[config.mk]
export PLATFORM = sky130hd
export DESIGN_NAME = sar_read_port
export DESIGN_NICKNAME = d
export VERILOG_FILES = /design/src/design/sar_read_pkg.sv /design/src/design/pin_filter.sv /design/src/design/sar_read_port.sv
export SDC_FILE = /design/constraint.sdc
export NUM_CORES = 1
export LEC_CHECK = 0
export BUFFER_PORTS_ARGS = -buffer_cell sky130_fd_sc_hd__buf_2
export CAP_MARGIN = 25
export CORE_MARGIN = 5
export CORE_UTILIZATION = 50
export DETAILED_ROUTE_END_ITERATION = 7
export GPL_ROUTABILITY_DRIVEN = 0
export MAX_ROUTING_LAYER = met4
export PLACE_DENSITY = 0.79
export REMOVE_ABC_BUFFERS = 1
export SETUP_SLACK_MARGIN = 0.02
export SKIP_LAST_GASP = 1
export SYNTH_ARGS = -nofsm -noshare
export SYNTH_HDL_FRONTEND = slang
export SYNTH_SLANG_ARGS = --single-unit
[constraint.sdc]
create_clock -name CLOCK_IN -period 2.95 [get_ports CLOCK_IN]
set_clock_uncertainty 0.15 [all_clocks]
set_input_delay 0.885 -clock CLOCK_IN [delete_from_list [all_inputs] [get_ports CLOCK_IN]]
set_output_delay 0.885 -clock CLOCK_IN [all_outputs]
set_load 0.02 [all_outputs]
[src/design/sar_read_pkg.sv]
// Shared constants, types and register map of the converter read port.
// Assumes a single 125 MHz clock; used by every design file of the block.
package sar_read_pkg;

    ////////////////////////////////////////////////////////////////////////
    // Clock and timing
    localparam int CLK_MHZ       = 125;
    localparam int STS_MIN_NS    = 75;   // Status fall after data valid
    localparam int STS_MAX_NS    = 375;
    localparam int CONV_PULSE_NS = 25;   // Least low convert pulse
    localparam int STS_MIN_CYC   = (STS_MIN_NS * CLK_MHZ + 999) / 1000;
    localparam int STS_MAX_CYC   = (STS_MAX_NS * CLK_MHZ) / 1000;
    localparam int CONV_PULSE_CYC = (CONV_PULSE_NS * CLK_MHZ + 999) / 1000;
    localparam int STS_DELAY_CYC = STS_MIN_CYC;
    localparam int CNT_W         = 16;

    ////////////////////////////////////////////////////////////////////////
    // Result layout
    localparam int RES_W  = 12;
    localparam int NIB_W  = 4;
    localparam int LO_LSB = 0;
    localparam int MID_LSB = 4;
    localparam int HI_LSB = 8;

    ////////////////////////////////////////////////////////////////////////
    // Register map (byte addresses)
    localparam logic [7:0] REG_STATE   = 8'h00;
    localparam logic [7:0] REG_RESULT  = 8'h04;
    localparam logic [7:0] REG_IRQ_STS = 8'h08;
    localparam logic [7:0] REG_IRQ_CLR = 8'h0c;
    localparam logic [7:0] REG_IRQ_EN  = 8'h10;
    localparam int ADDR_W = 8;
    localparam int IRQ_W  = 2;
    localparam int IRQ_DONE    = 0;    // Conversion finished
    localparam int IRQ_IGNORED = 1;    // Convert request while busy
    localparam logic [1:0] RESP_OKAY   = 2'b00;
    localparam logic [1:0] RESP_SLVERR = 2'b10;

    ////////////////////////////////////////////////////////////////////////
    // Control pins, kept together for the synchroniser
    typedef struct packed {
        logic cs_n;
        logic ce;
        logic byte_sel;
        logic rc_n;
        logic wide;
    } pins_t;
    localparam int PINS_W = 5;
    localparam pins_t PINS_IDLE = '{cs_n: 1'b1, ce: 1'b0, byte_sel: 1'b0,
                                    rc_n: 1'b1, wide: 1'b1};

    // Converter sequence states
    typedef enum logic [2:0] {
        ST_IDLE   = 3'b001,
        ST_CONV   = 3'b010,
        ST_SETTLE = 3'b100
    } conv_state_t;

endpackage

[src/design/pin_filter.sv]
// Three-stage synchroniser and agreement filter for asynchronous pins.
// Assumes inputs may change at any time relative to the clock.
`timescale 1ns/1ps
module pin_filter
    import sar_read_pkg::*;
#(
    parameter int                WIDTH   = PINS_W,
    parameter logic [WIDTH-1:0]  RST_VAL = '0
)(
    // Clock and reset
    input  wire logic             clk_in,
    input  wire logic             rst_in,
    // Raw and filtered levels
    input  wire logic [WIDTH-1:0] raw_in,
    output logic      [WIDTH-1:0] filt_out
);

    // Refused at elaboration: an empty chain has nothing to filter
    if (WIDTH < 1)
    begin : g_bad_width
        $error("pin_filter needs at least one bit");
    end

    ////////////////////////////////////////////////////////////////////////
    // One chain per bit; stage one feeds stage two only
    genvar i;
    generate
        for (i = 0; i < WIDTH; i++)
        begin : g_bit
            logic s1_ff;
            logic s2_ff;
            logic s3_ff;
            logic q_ff;
            always_ff @(posedge clk_in)
            begin
                if (rst_in)
                begin
                    s1_ff <= RST_VAL[i];
                    s2_ff <= RST_VAL[i];
                    s3_ff <= RST_VAL[i];
                    q_ff  <= RST_VAL[i];
                end
                else
                begin
                    s1_ff <= raw_in[i];
                    s2_ff <= s1_ff;
                    s3_ff <= s2_ff;
                    // A change counts once two stages agree
                    if (s2_ff == s3_ff)
                        q_ff <= s3_ff;
                end
            end
            assign filt_out[i] = q_ff;
        end
    endgenerate

endmodule

[src/design/sar_read_port.sv]
// Read, convert-control and status logic of a 12-bit sampling converter,
// with an AXI4-Lite register view and one level interrupt.
// Assumes control pins are asynchronous; SAMPLE_IN is same-clock logic.
//
// What this block does
// - Drive result bits 3..0 only while byte select is high.
// - Twelve-bit format: bits 7..4 show middle nibble for any byte select.
// - Bits 11..8 driven in 12-bit format; 8-bit only with byte low.
// - Status stays high during conversion, low once it completes.
// - Result latched valid first; status falls 75 to 375 ns later.
// - Falling convert strobe holds the input and starts converting.
// - While busy, result bus floats and convert requests are ignored.
// - Eight- or twelve-bit cycle; read whole word or left-justified bytes.
`timescale 1ns/1ps
module sar_read_port
    import sar_read_pkg::*;
#(
    parameter int CONV_CYCLES = 64     // Twelve-bit conversion length
)(
    // Clock and reset
    input  wire logic              CLOCK_IN,
    input  wire logic              RST_IN,
    // Control pins
    input  wire logic              CS_N_IN,
    input  wire logic              CE_IN,
    input  wire logic              BYTE_SEL_IN,
    input  wire logic              RC_N_IN,
    input  wire logic              WIDE_IN,
    // Sampled input word from the capacitor array
    input  wire logic [RES_W-1:0]  SAMPLE_IN,
    // Result bus and status pins
    output logic      [RES_W-1:0]  RESULT_OUT,
    output logic      [RES_W-1:0]  RESULT_OE_OUT,
    output logic                   STATUS_OUT,
    // AXI4-Lite write channels
    input  wire logic              AWVALID_IN,
    output logic                   AWREADY_OUT,
    input  wire logic [ADDR_W-1:0] AWADDR_IN,
    input  wire logic              WVALID_IN,
    output logic                   WREADY_OUT,
    input  wire logic [31:0]       WDATA_IN,
    input  wire logic [3:0]        WSTRB_IN,
    output logic                   BVALID_OUT,
    input  wire logic              BREADY_IN,
    output logic      [1:0]        BRESP_OUT,
    // AXI4-Lite read channels
    input  wire logic              ARVALID_IN,
    output logic                   ARREADY_OUT,
    input  wire logic [ADDR_W-1:0] ARADDR_IN,
    output logic                   RVALID_OUT,
    input  wire logic              RREADY_IN,
    output logic      [31:0]       RDATA_OUT,
    output logic      [1:0]        RRESP_OUT,
    // Interrupt
    output logic                   IRQ_OUT
);

    localparam int SHORT_CYCLES = (CONV_CYCLES * 8) / 12;

    // Refused at elaboration: the short cycle and the counter need room
    if (CONV_CYCLES < 12 || CONV_CYCLES >= (1 << CNT_W))
    begin : g_bad_conv
        $error("CONV_CYCLES out of range");
    end

    ////////////////////////////////////////////////////////////////////////
    // Pin synchronisation
    pins_t raw_pins;
    pins_t pins;
    assign raw_pins = '{cs_n: CS_N_IN, ce: CE_IN, byte_sel: BYTE_SEL_IN,
                        rc_n: RC_N_IN, wide: WIDE_IN};

    pin_filter #(
        .WIDTH   (PINS_W),
        .RST_VAL (PINS_IDLE)
    ) u_pins (
        .clk_in   (CLOCK_IN),
        .rst_in   (RST_IN),
        .raw_in   (raw_pins),
        .filt_out (pins)
    );

    ////////////////////////////////////////////////////////////////////////
    // Convert request: select low, enable high, strobe low, on any edge
    logic        req_now;
    logic        req_ff;
    logic        start;
    assign req_now = pins.ce && !pins.cs_n && !pins.rc_n;
    assign start   = req_now && !req_ff;

    always_ff @(posedge CLOCK_IN)
    begin
        if (RST_IN)
            req_ff <= 1'b0;
        else
            req_ff <= req_now;
    end

    ////////////////////////////////////////////////////////////////////////
    // Conversion sequence
    conv_state_t          state_ff;
    logic [CNT_W-1:0]     cnt_ff;
    logic [RES_W-1:0]     hold_ff;
    logic [RES_W-1:0]     result_ff;
    logic                 short_ff;
    logic                 done_ev;
    logic                 ignored_ev;
    logic                 busy;

    assign busy       = (state_ff != ST_IDLE);
    assign ignored_ev = start && busy;
    assign done_ev    = (state_ff == ST_SETTLE) && (cnt_ff == '0);

    // Sample is held at the start; a short cycle keeps only eight bits
    always_ff @(posedge CLOCK_IN)
    begin
        if (RST_IN)
        begin
            state_ff  <= ST_IDLE;
            cnt_ff    <= '0;
            hold_ff   <= '0;
            result_ff <= '0;
            short_ff  <= 1'b0;
        end
        else
        begin
            case (state_ff)
                ST_IDLE:
                begin
                    if (start)
                    begin
                        hold_ff  <= SAMPLE_IN;
                        short_ff <= pins.byte_sel;
                        cnt_ff   <= pins.byte_sel ?
                            CNT_W'(SHORT_CYCLES - 1) :
                            CNT_W'(CONV_CYCLES - 1);
                        state_ff <= ST_CONV;
                    end
                end
                ST_CONV:
                begin
                    if (cnt_ff == '0)
                    begin
                        // Data latched before status may fall
                        result_ff <= short_ff ?
                            {hold_ff[RES_W-1:MID_LSB], {NIB_W{1'b0}}} :
                            hold_ff;
                        cnt_ff    <= CNT_W'(STS_DELAY_CYC - 1);
                        state_ff  <= ST_SETTLE;
                    end
                    else
                        cnt_ff <= cnt_ff - CNT_W'(1);
                end
                ST_SETTLE:
                begin
                    if (cnt_ff == '0)
                        state_ff <= ST_IDLE;
                    else
                        cnt_ff <= cnt_ff - CNT_W'(1);
                end
                default:
                    state_ff <= ST_IDLE;
            endcase
        end
    end

    ////////////////////////////////////////////////////////////////////////
    // Status and result bus drivers, all registered
    logic rd_en;
    assign rd_en = pins.ce && !pins.cs_n && pins.rc_n && !busy;

    always_ff @(posedge CLOCK_IN)
    begin
        if (RST_IN)
        begin
            STATUS_OUT    <= 1'b0;
            RESULT_OUT    <= '0;
            RESULT_OE_OUT <= '0;
        end
        else
        begin
            // Status follows the sequence; ST_SETTLE keeps it high for STS_DELAY_CYC clocks
            // after the latch, so data always leads status
            STATUS_OUT <= (state_ff == ST_CONV) ||
                          ((state_ff == ST_SETTLE) && (cnt_ff != '0))
                          || (start && !busy);
            RESULT_OUT[LO_LSB +: NIB_W]  <= result_ff[LO_LSB +: NIB_W];
            RESULT_OUT[HI_LSB +: NIB_W]  <= result_ff[HI_LSB +: NIB_W];
            RESULT_OUT[MID_LSB +: NIB_W] <=
                (!pins.wide && pins.byte_sel) ? '0 :
                result_ff[MID_LSB +: NIB_W];
            RESULT_OE_OUT[LO_LSB +: NIB_W] <=
                {NIB_W{rd_en && pins.byte_sel}};
            RESULT_OE_OUT[MID_LSB +: NIB_W] <= {NIB_W{rd_en}};
            RESULT_OE_OUT[HI_LSB +: NIB_W] <=
                {NIB_W{rd_en && (pins.wide || !pins.byte_sel)}};
        end
    end

    ////////////////////////////////////////////////////////////////////////
    // AXI4-Lite write path: address and data taken in either order
    logic              aw_held_ff;
    logic              w_held_ff;
    logic [ADDR_W-1:0] waddr_ff;
    logic [31:0]       wdata_ff;
    logic              wstrb0_ff;
    logic              commit;
    assign commit = aw_held_ff && w_held_ff && !BVALID_OUT;

    always_ff @(posedge CLOCK_IN)
    begin
        if (RST_IN)
        begin
            aw_held_ff  <= 1'b0;
            w_held_ff   <= 1'b0;
            waddr_ff    <= '0;
            wdata_ff    <= '0;
            wstrb0_ff   <= 1'b0;
            AWREADY_OUT <= 1'b0;
            WREADY_OUT  <= 1'b0;
            BVALID_OUT  <= 1'b0;
            BRESP_OUT   <= RESP_OKAY;
        end
        else
        begin
            if (AWVALID_IN && AWREADY_OUT)
            begin
                aw_held_ff  <= 1'b1;
                waddr_ff    <= AWADDR_IN;
                AWREADY_OUT <= 1'b0;
            end
            else if (!aw_held_ff && !BVALID_OUT)
                AWREADY_OUT <= 1'b1;
            if (WVALID_IN && WREADY_OUT)
            begin
                w_held_ff  <= 1'b1;
                wdata_ff   <= WDATA_IN;
                wstrb0_ff  <= WSTRB_IN[0];
                WREADY_OUT <= 1'b0;
            end
            else if (!w_held_ff && !BVALID_OUT)
                WREADY_OUT <= 1'b1;
            if (commit)
            begin
                aw_held_ff <= 1'b0;
                w_held_ff  <= 1'b0;
                BVALID_OUT <= 1'b1;
                BRESP_OUT  <= (waddr_ff == REG_IRQ_CLR ||
                               waddr_ff == REG_IRQ_EN ||
                               waddr_ff == REG_STATE ||
                               waddr_ff == REG_RESULT ||
                               waddr_ff == REG_IRQ_STS) ?
                              RESP_OKAY : RESP_SLVERR;
            end
            else if (BVALID_OUT && BREADY_IN)
                BVALID_OUT <= 1'b0;
        end
    end

    ////////////////////////////////////////////////////////////////////////
    // Interrupt status, enable and output; a new event beats a clear
    logic [IRQ_W-1:0] irq_sts_ff;
    logic [IRQ_W-1:0] irq_en_ff;
    logic [IRQ_W-1:0] irq_set;
    logic [IRQ_W-1:0] irq_clr;
    logic             wr_lo;
    assign wr_lo   = commit && wstrb0_ff;
    assign irq_set = {ignored_ev, done_ev};
    assign irq_clr = (wr_lo && waddr_ff == REG_IRQ_CLR) ?
                     wdata_ff[IRQ_W-1:0] : '0;

    always_ff @(posedge CLOCK_IN)
    begin
        if (RST_IN)
        begin
            irq_sts_ff <= '0;
            irq_en_ff  <= '0;
            IRQ_OUT    <= 1'b0;
        end
        else
        begin
            irq_sts_ff <= (irq_sts_ff & ~irq_clr) | irq_set;
            if (wr_lo && waddr_ff == REG_IRQ_EN)
                irq_en_ff <= wdata_ff[IRQ_W-1:0];
            IRQ_OUT <= |(irq_sts_ff & irq_en_ff);
        end
    end

    ////////////////////////////////////////////////////////////////////////
    // AXI4-Lite read path; unmapped addresses answer SLVERR with zero
    always_ff @(posedge CLOCK_IN)
    begin
        if (RST_IN)
        begin
            ARREADY_OUT <= 1'b0;
            RVALID_OUT  <= 1'b0;
            RDATA_OUT   <= '0;
            RRESP_OUT   <= RESP_OKAY;
        end
        else if (ARVALID_IN && ARREADY_OUT)
        begin
            ARREADY_OUT <= 1'b0;
            RVALID_OUT  <= 1'b1;
            RRESP_OUT   <= RESP_OKAY;
            case (ARADDR_IN)
                REG_STATE:   RDATA_OUT <= {30'h0, short_ff, busy};
                REG_RESULT:  RDATA_OUT <= {20'h0, result_ff};
                REG_IRQ_STS: RDATA_OUT <= {30'h0, irq_sts_ff};
                REG_IRQ_EN:  RDATA_OUT <= {30'h0, irq_en_ff};
                REG_IRQ_CLR: RDATA_OUT <= '0;   // Write-only, reads zero
                default:
                begin
                    RDATA_OUT <= '0;
                    RRESP_OUT <= RESP_SLVERR;
                end
            endcase
        end
        else if (RVALID_OUT && RREADY_IN)
            RVALID_OUT <= 1'b0;
        else if (!RVALID_OUT)
            ARREADY_OUT <= 1'b1;
    end

endmodule

==> impl_metrics.env <==
export IMPL_swShare_pct=21.3
export IMPL_crit_chain="buf_2"
export IMPL_fillers=730
export IMPL_synthArstFlopShare_pct=0
export IMPL_slew_viol_final=0
export IMPL_cts_setup_buffers=0
export IMPL_r2r_cells=5
export IMPL_synth_common_cells="118 x dfxtp_1, 86 x nand2_1, 62 x a21oi_1"
export IMPL_cts_root_buf="clkbuf_8"
export IMPL_power_frac_clock_pct=55.3
export IMPL_synthCells=546
export IMPL_yosys_warnings=0
export IMPL_report_final_setup_viol=0
export IMPL_final_antenna_net_count=0
export IMPL_synth_top_area_share_pct=50.7
export IMPL_synth_distinct_cells=46
export IMPL_drt_initial_drc_count=244
export IMPL_seq_area_sq_um=2360
export IMPL_htreeDepth=4
export IMPL_drt_met1_wl_um=4500
export IMPL_min_path_type="flop to flop"
export IMPL_core_region_area_sq_um=9150
export IMPL_end_kind="output pin"
export IMPL_slowest_stage="dfxtp_1"
export IMPL_antennaDiodeCount=0
export IMPL_placed_cell_area_sq_um=5040
export IMPL_dieArea_sq_um=11300
export IMPL_clkSinkCount=118
export IMPL_post_route_util_pct=62.2
export IMPL_wire_per_inst_um=13.9
export IMPL_clk_pin_slew_ns=0.06
export IMPL_grt_max_degree=43
export IMPL_pin_count=143
export IMPL_crit_cells=1
export IMPL_maxCapViolations=0
export IMPL_grt_usage_pct=19.2
export IMPL_critical_path_class="flop to output pin"
export IMPL_cts_resized=0
export IMPL_cp_buffers_inverters=1
export IMPL_area_delta_synth_final_pct=22.2
export IMPL_crit_required_ns=1.92
export IMPL_grt_pass1_vias=3814
export IMPL_final_cells=749
export IMPL_clk_latency_ns=0.51
export IMPL_fmax_mhz=423
export IMPL_worst_pin_slew_ns=0.596
export IMPL_syn_avg_cell_area_sq_um=8.53
export IMPL_pwr_share_comb_pct=3.9
export IMPL_r2r_start="cnt_ff[0]"
export IMPL_start_util_pct=50.9
export IMPL_wl_met2_um=5010
export IMPL_route_met3_wl_um=679
export IMPL_crit_arrival_ns=1.33
export IMPL_final_hold_violation_count=0
export IMPL_critical_path_startpoint_type="flop"
export IMPL_rows=35
export IMPL_die_x_um=107
export IMPL_drive_gt1_share_pct=22.1
export IMPL_grt_antenna_before_repair=0
export IMPL_synth_area_leaders="dfxtp_1 51%, nand2_1 6.9%, a21oi_1 6.7%"
export IMPL_power_density_nw_per_um2=706
export IMPL_drt_total_wl_um=10400
export IMPL_rr_endpoint="cnt_ff[11]"
export IMPL_reg2reg_slack_ns=0.66
export IMPL_num_vias=3979
export IMPL_maxSlewHeadroom_pct=60.2
export IMPL_yosys_area_top_type="dfxtp_1"
export IMPL_numPortBuffers=87
export IMPL_cts_path_max_buffers=2
export IMPL_dp_cells=717
export IMPL_period_needed_ns=2.36
export IMPL_worstSetupEndpoint="AWREADY_OUT"
export IMPL_tritoncts="done"
export IMPL_rsz0062_at_grt="false"
export IMPL_yosysMostFrequentCell="dfxtp_1"
export IMPL_fin_tns_setup_ns=0
export IMPL_synth_edff_count=0
export IMPL_die_height_um=107
export IMPL_startpoint="AWREADY_OUT"
export IMPL_multi_input_area_sq_um=2000
export IMPL_synth_seq_cells=118
export IMPL_ys_dominant_reg_cell="dfxtp_1"
export IMPL_overflow=0
export IMPL_drt_vias_per_instance=5.31
export IMPL_post_route_drc_count=0
export IMPL_nNetsFinal=703
export IMPL_numCtsBuffers=17
export IMPL_cp_top_family="flip-flops"
export IMPL_p_switching_mw=0.856
export IMPL_slowest_delay_ns=0.57
export IMPL_pwr_share_seq_pct=40.8
export IMPL_final_area_sq_um=5690
export IMPL_syn_area_sq_um=4660
export IMPL_intPower_mw=3.16
export IMPL_irDropWorstVdd_uv=445
export IMPL_top_layer="met4"
export IMPL_finalCritPeriodShare_pct=80.0
export IMPL_cts_hold_buf=0
export IMPL_drt_pass1_iterations=5
export IMPL_grt_pass1_wl_um=17200
export IMPL_status="complete, no violations"
export IMPL_critPathMaxFanout=13
export IMPL_p_leak_nw=2.42
export IMPL_hpwl_um=7060
export IMPL_ys_seq_area_share_pct=50.7
-- kinds of logic (layout without fill, tap and decap cells) --
family	count (synthesis)	count (layout)	share of synthesized area (%)
simple gates	238	238	25.2
flops	118	118	50.7
compound gates	109	109	13.3
buf+inv	69	140	8.14
mux	9	9	1.93
fa+ha+maj	2	2	0.537
other cells	1	22	0.0805
-- power groups by stage --
stage	clock network (mW)	logic (mW)	registers, mW
finish	2.22	0.156	1.64
global route	2.32	0.173	1.64
CTS	2.25	0.155	1.64
detailed placement	0	0.153	1.67
global placement	0	0.151	1.67
floorplan	0	0.0727	1.68
-- cell usage in the layout, fill, tap and decap left out, types with 7 or more instances in the layout --
cell type  netlist  layout
a21oi_1         62      62
a22oi_1         11      11
and2_1           7       7
buf_2            2      87
buf_4           31       8
clkbuf_16        0      16
conb_1           1      22
dfxtp_1        118     118
inv_1           13      13
mux2i_1          9       9
nand2_1         86      86
nand2b_1         7       7
nand3_1         18      18
nor2_1          41      41
nor2b_1         17      17
nor3_1          10      10
nor4_1           7       7
o21ai_0         19      19
or2_2           13      13
or4_1            7       7
-- through the flow --
stage | hold slack [ns] | total power, mW | worst slack, ns
2_1_floorplan | 0.239 | 1.75 | 0.575
3_3_place_gp | 0.244 | 1.82 | 0.293
3_5_place_dp | 0.251 | 1.83 | 0.258
4_1_cts | 0.268 | 4.04 | 0.588
5_1_grt | 0.275 | 4.14 | 0.527
6_report | 0.262 | 4.02 | 0.589
-- layer usage --
layer,vias up,GRT usage (%)
li1,1974,-
met1,1829,22.6
met2,154,31.5
met3,22,5.04
met4,0,7.58
met5,-,-
-- sequential cells by signal, indices dropped and copies added, names as in the netlist, 2 cells and up --
signal              cells
RDATA_OUT              12
RESULT_OE_OUT           3
RESULT_OUT             12
cnt_ff                 16
hold_ff                12
irq_en_ff               2
irq_sts_ff              2
result_ff              12
state_ff                3
u_pins.g_bit.q_ff       5
u_pins.g_bit.s1_ff      5
u_pins.g_bit.s2_ff      5
u_pins.g_bit.s3_ff      5
waddr_ff                8
wdata_ff                2
-- worst min path at each step --
stage / from / end / slack (ns) / cells past startpoint
finish: u_pins.g_bit[1].s1_ff / u_pins.g_bit[1].s2_ff / 0.26 / 1
global route: u_pins.g_bit[1].s1_ff / u_pins.g_bit[1].s2_ff / 0.27 / 1
CTS: u_pins.g_bit[1].s1_ff / u_pins.g_bit[1].s2_ff / 0.27 / 1
detailed placement: u_pins.g_bit[4].s1_ff / u_pins.g_bit[4].s2_ff / 0.25 / 1
global placement: u_pins.g_bit[4].s1_ff / u_pins.g_bit[4].s2_ff / 0.24 / 1
floorplan: u_pins.g_bit[0].s1_ff / u_pins.g_bit[0].s2_ff / 0.24 / 1
-- final cells by class --
type / instances / area share [%]
tap: 111 / 2.44
sequential: 118 / 41.5
multi-input combinational: 380 / 35.1
clock inverter: 13 / 3.83
inverter: 13 / 0.858
timing repair buffer: 95 / 8.71
clock buffer: 19 / 7.59
No activity file was read; power rests on OpenSTA's default activity.
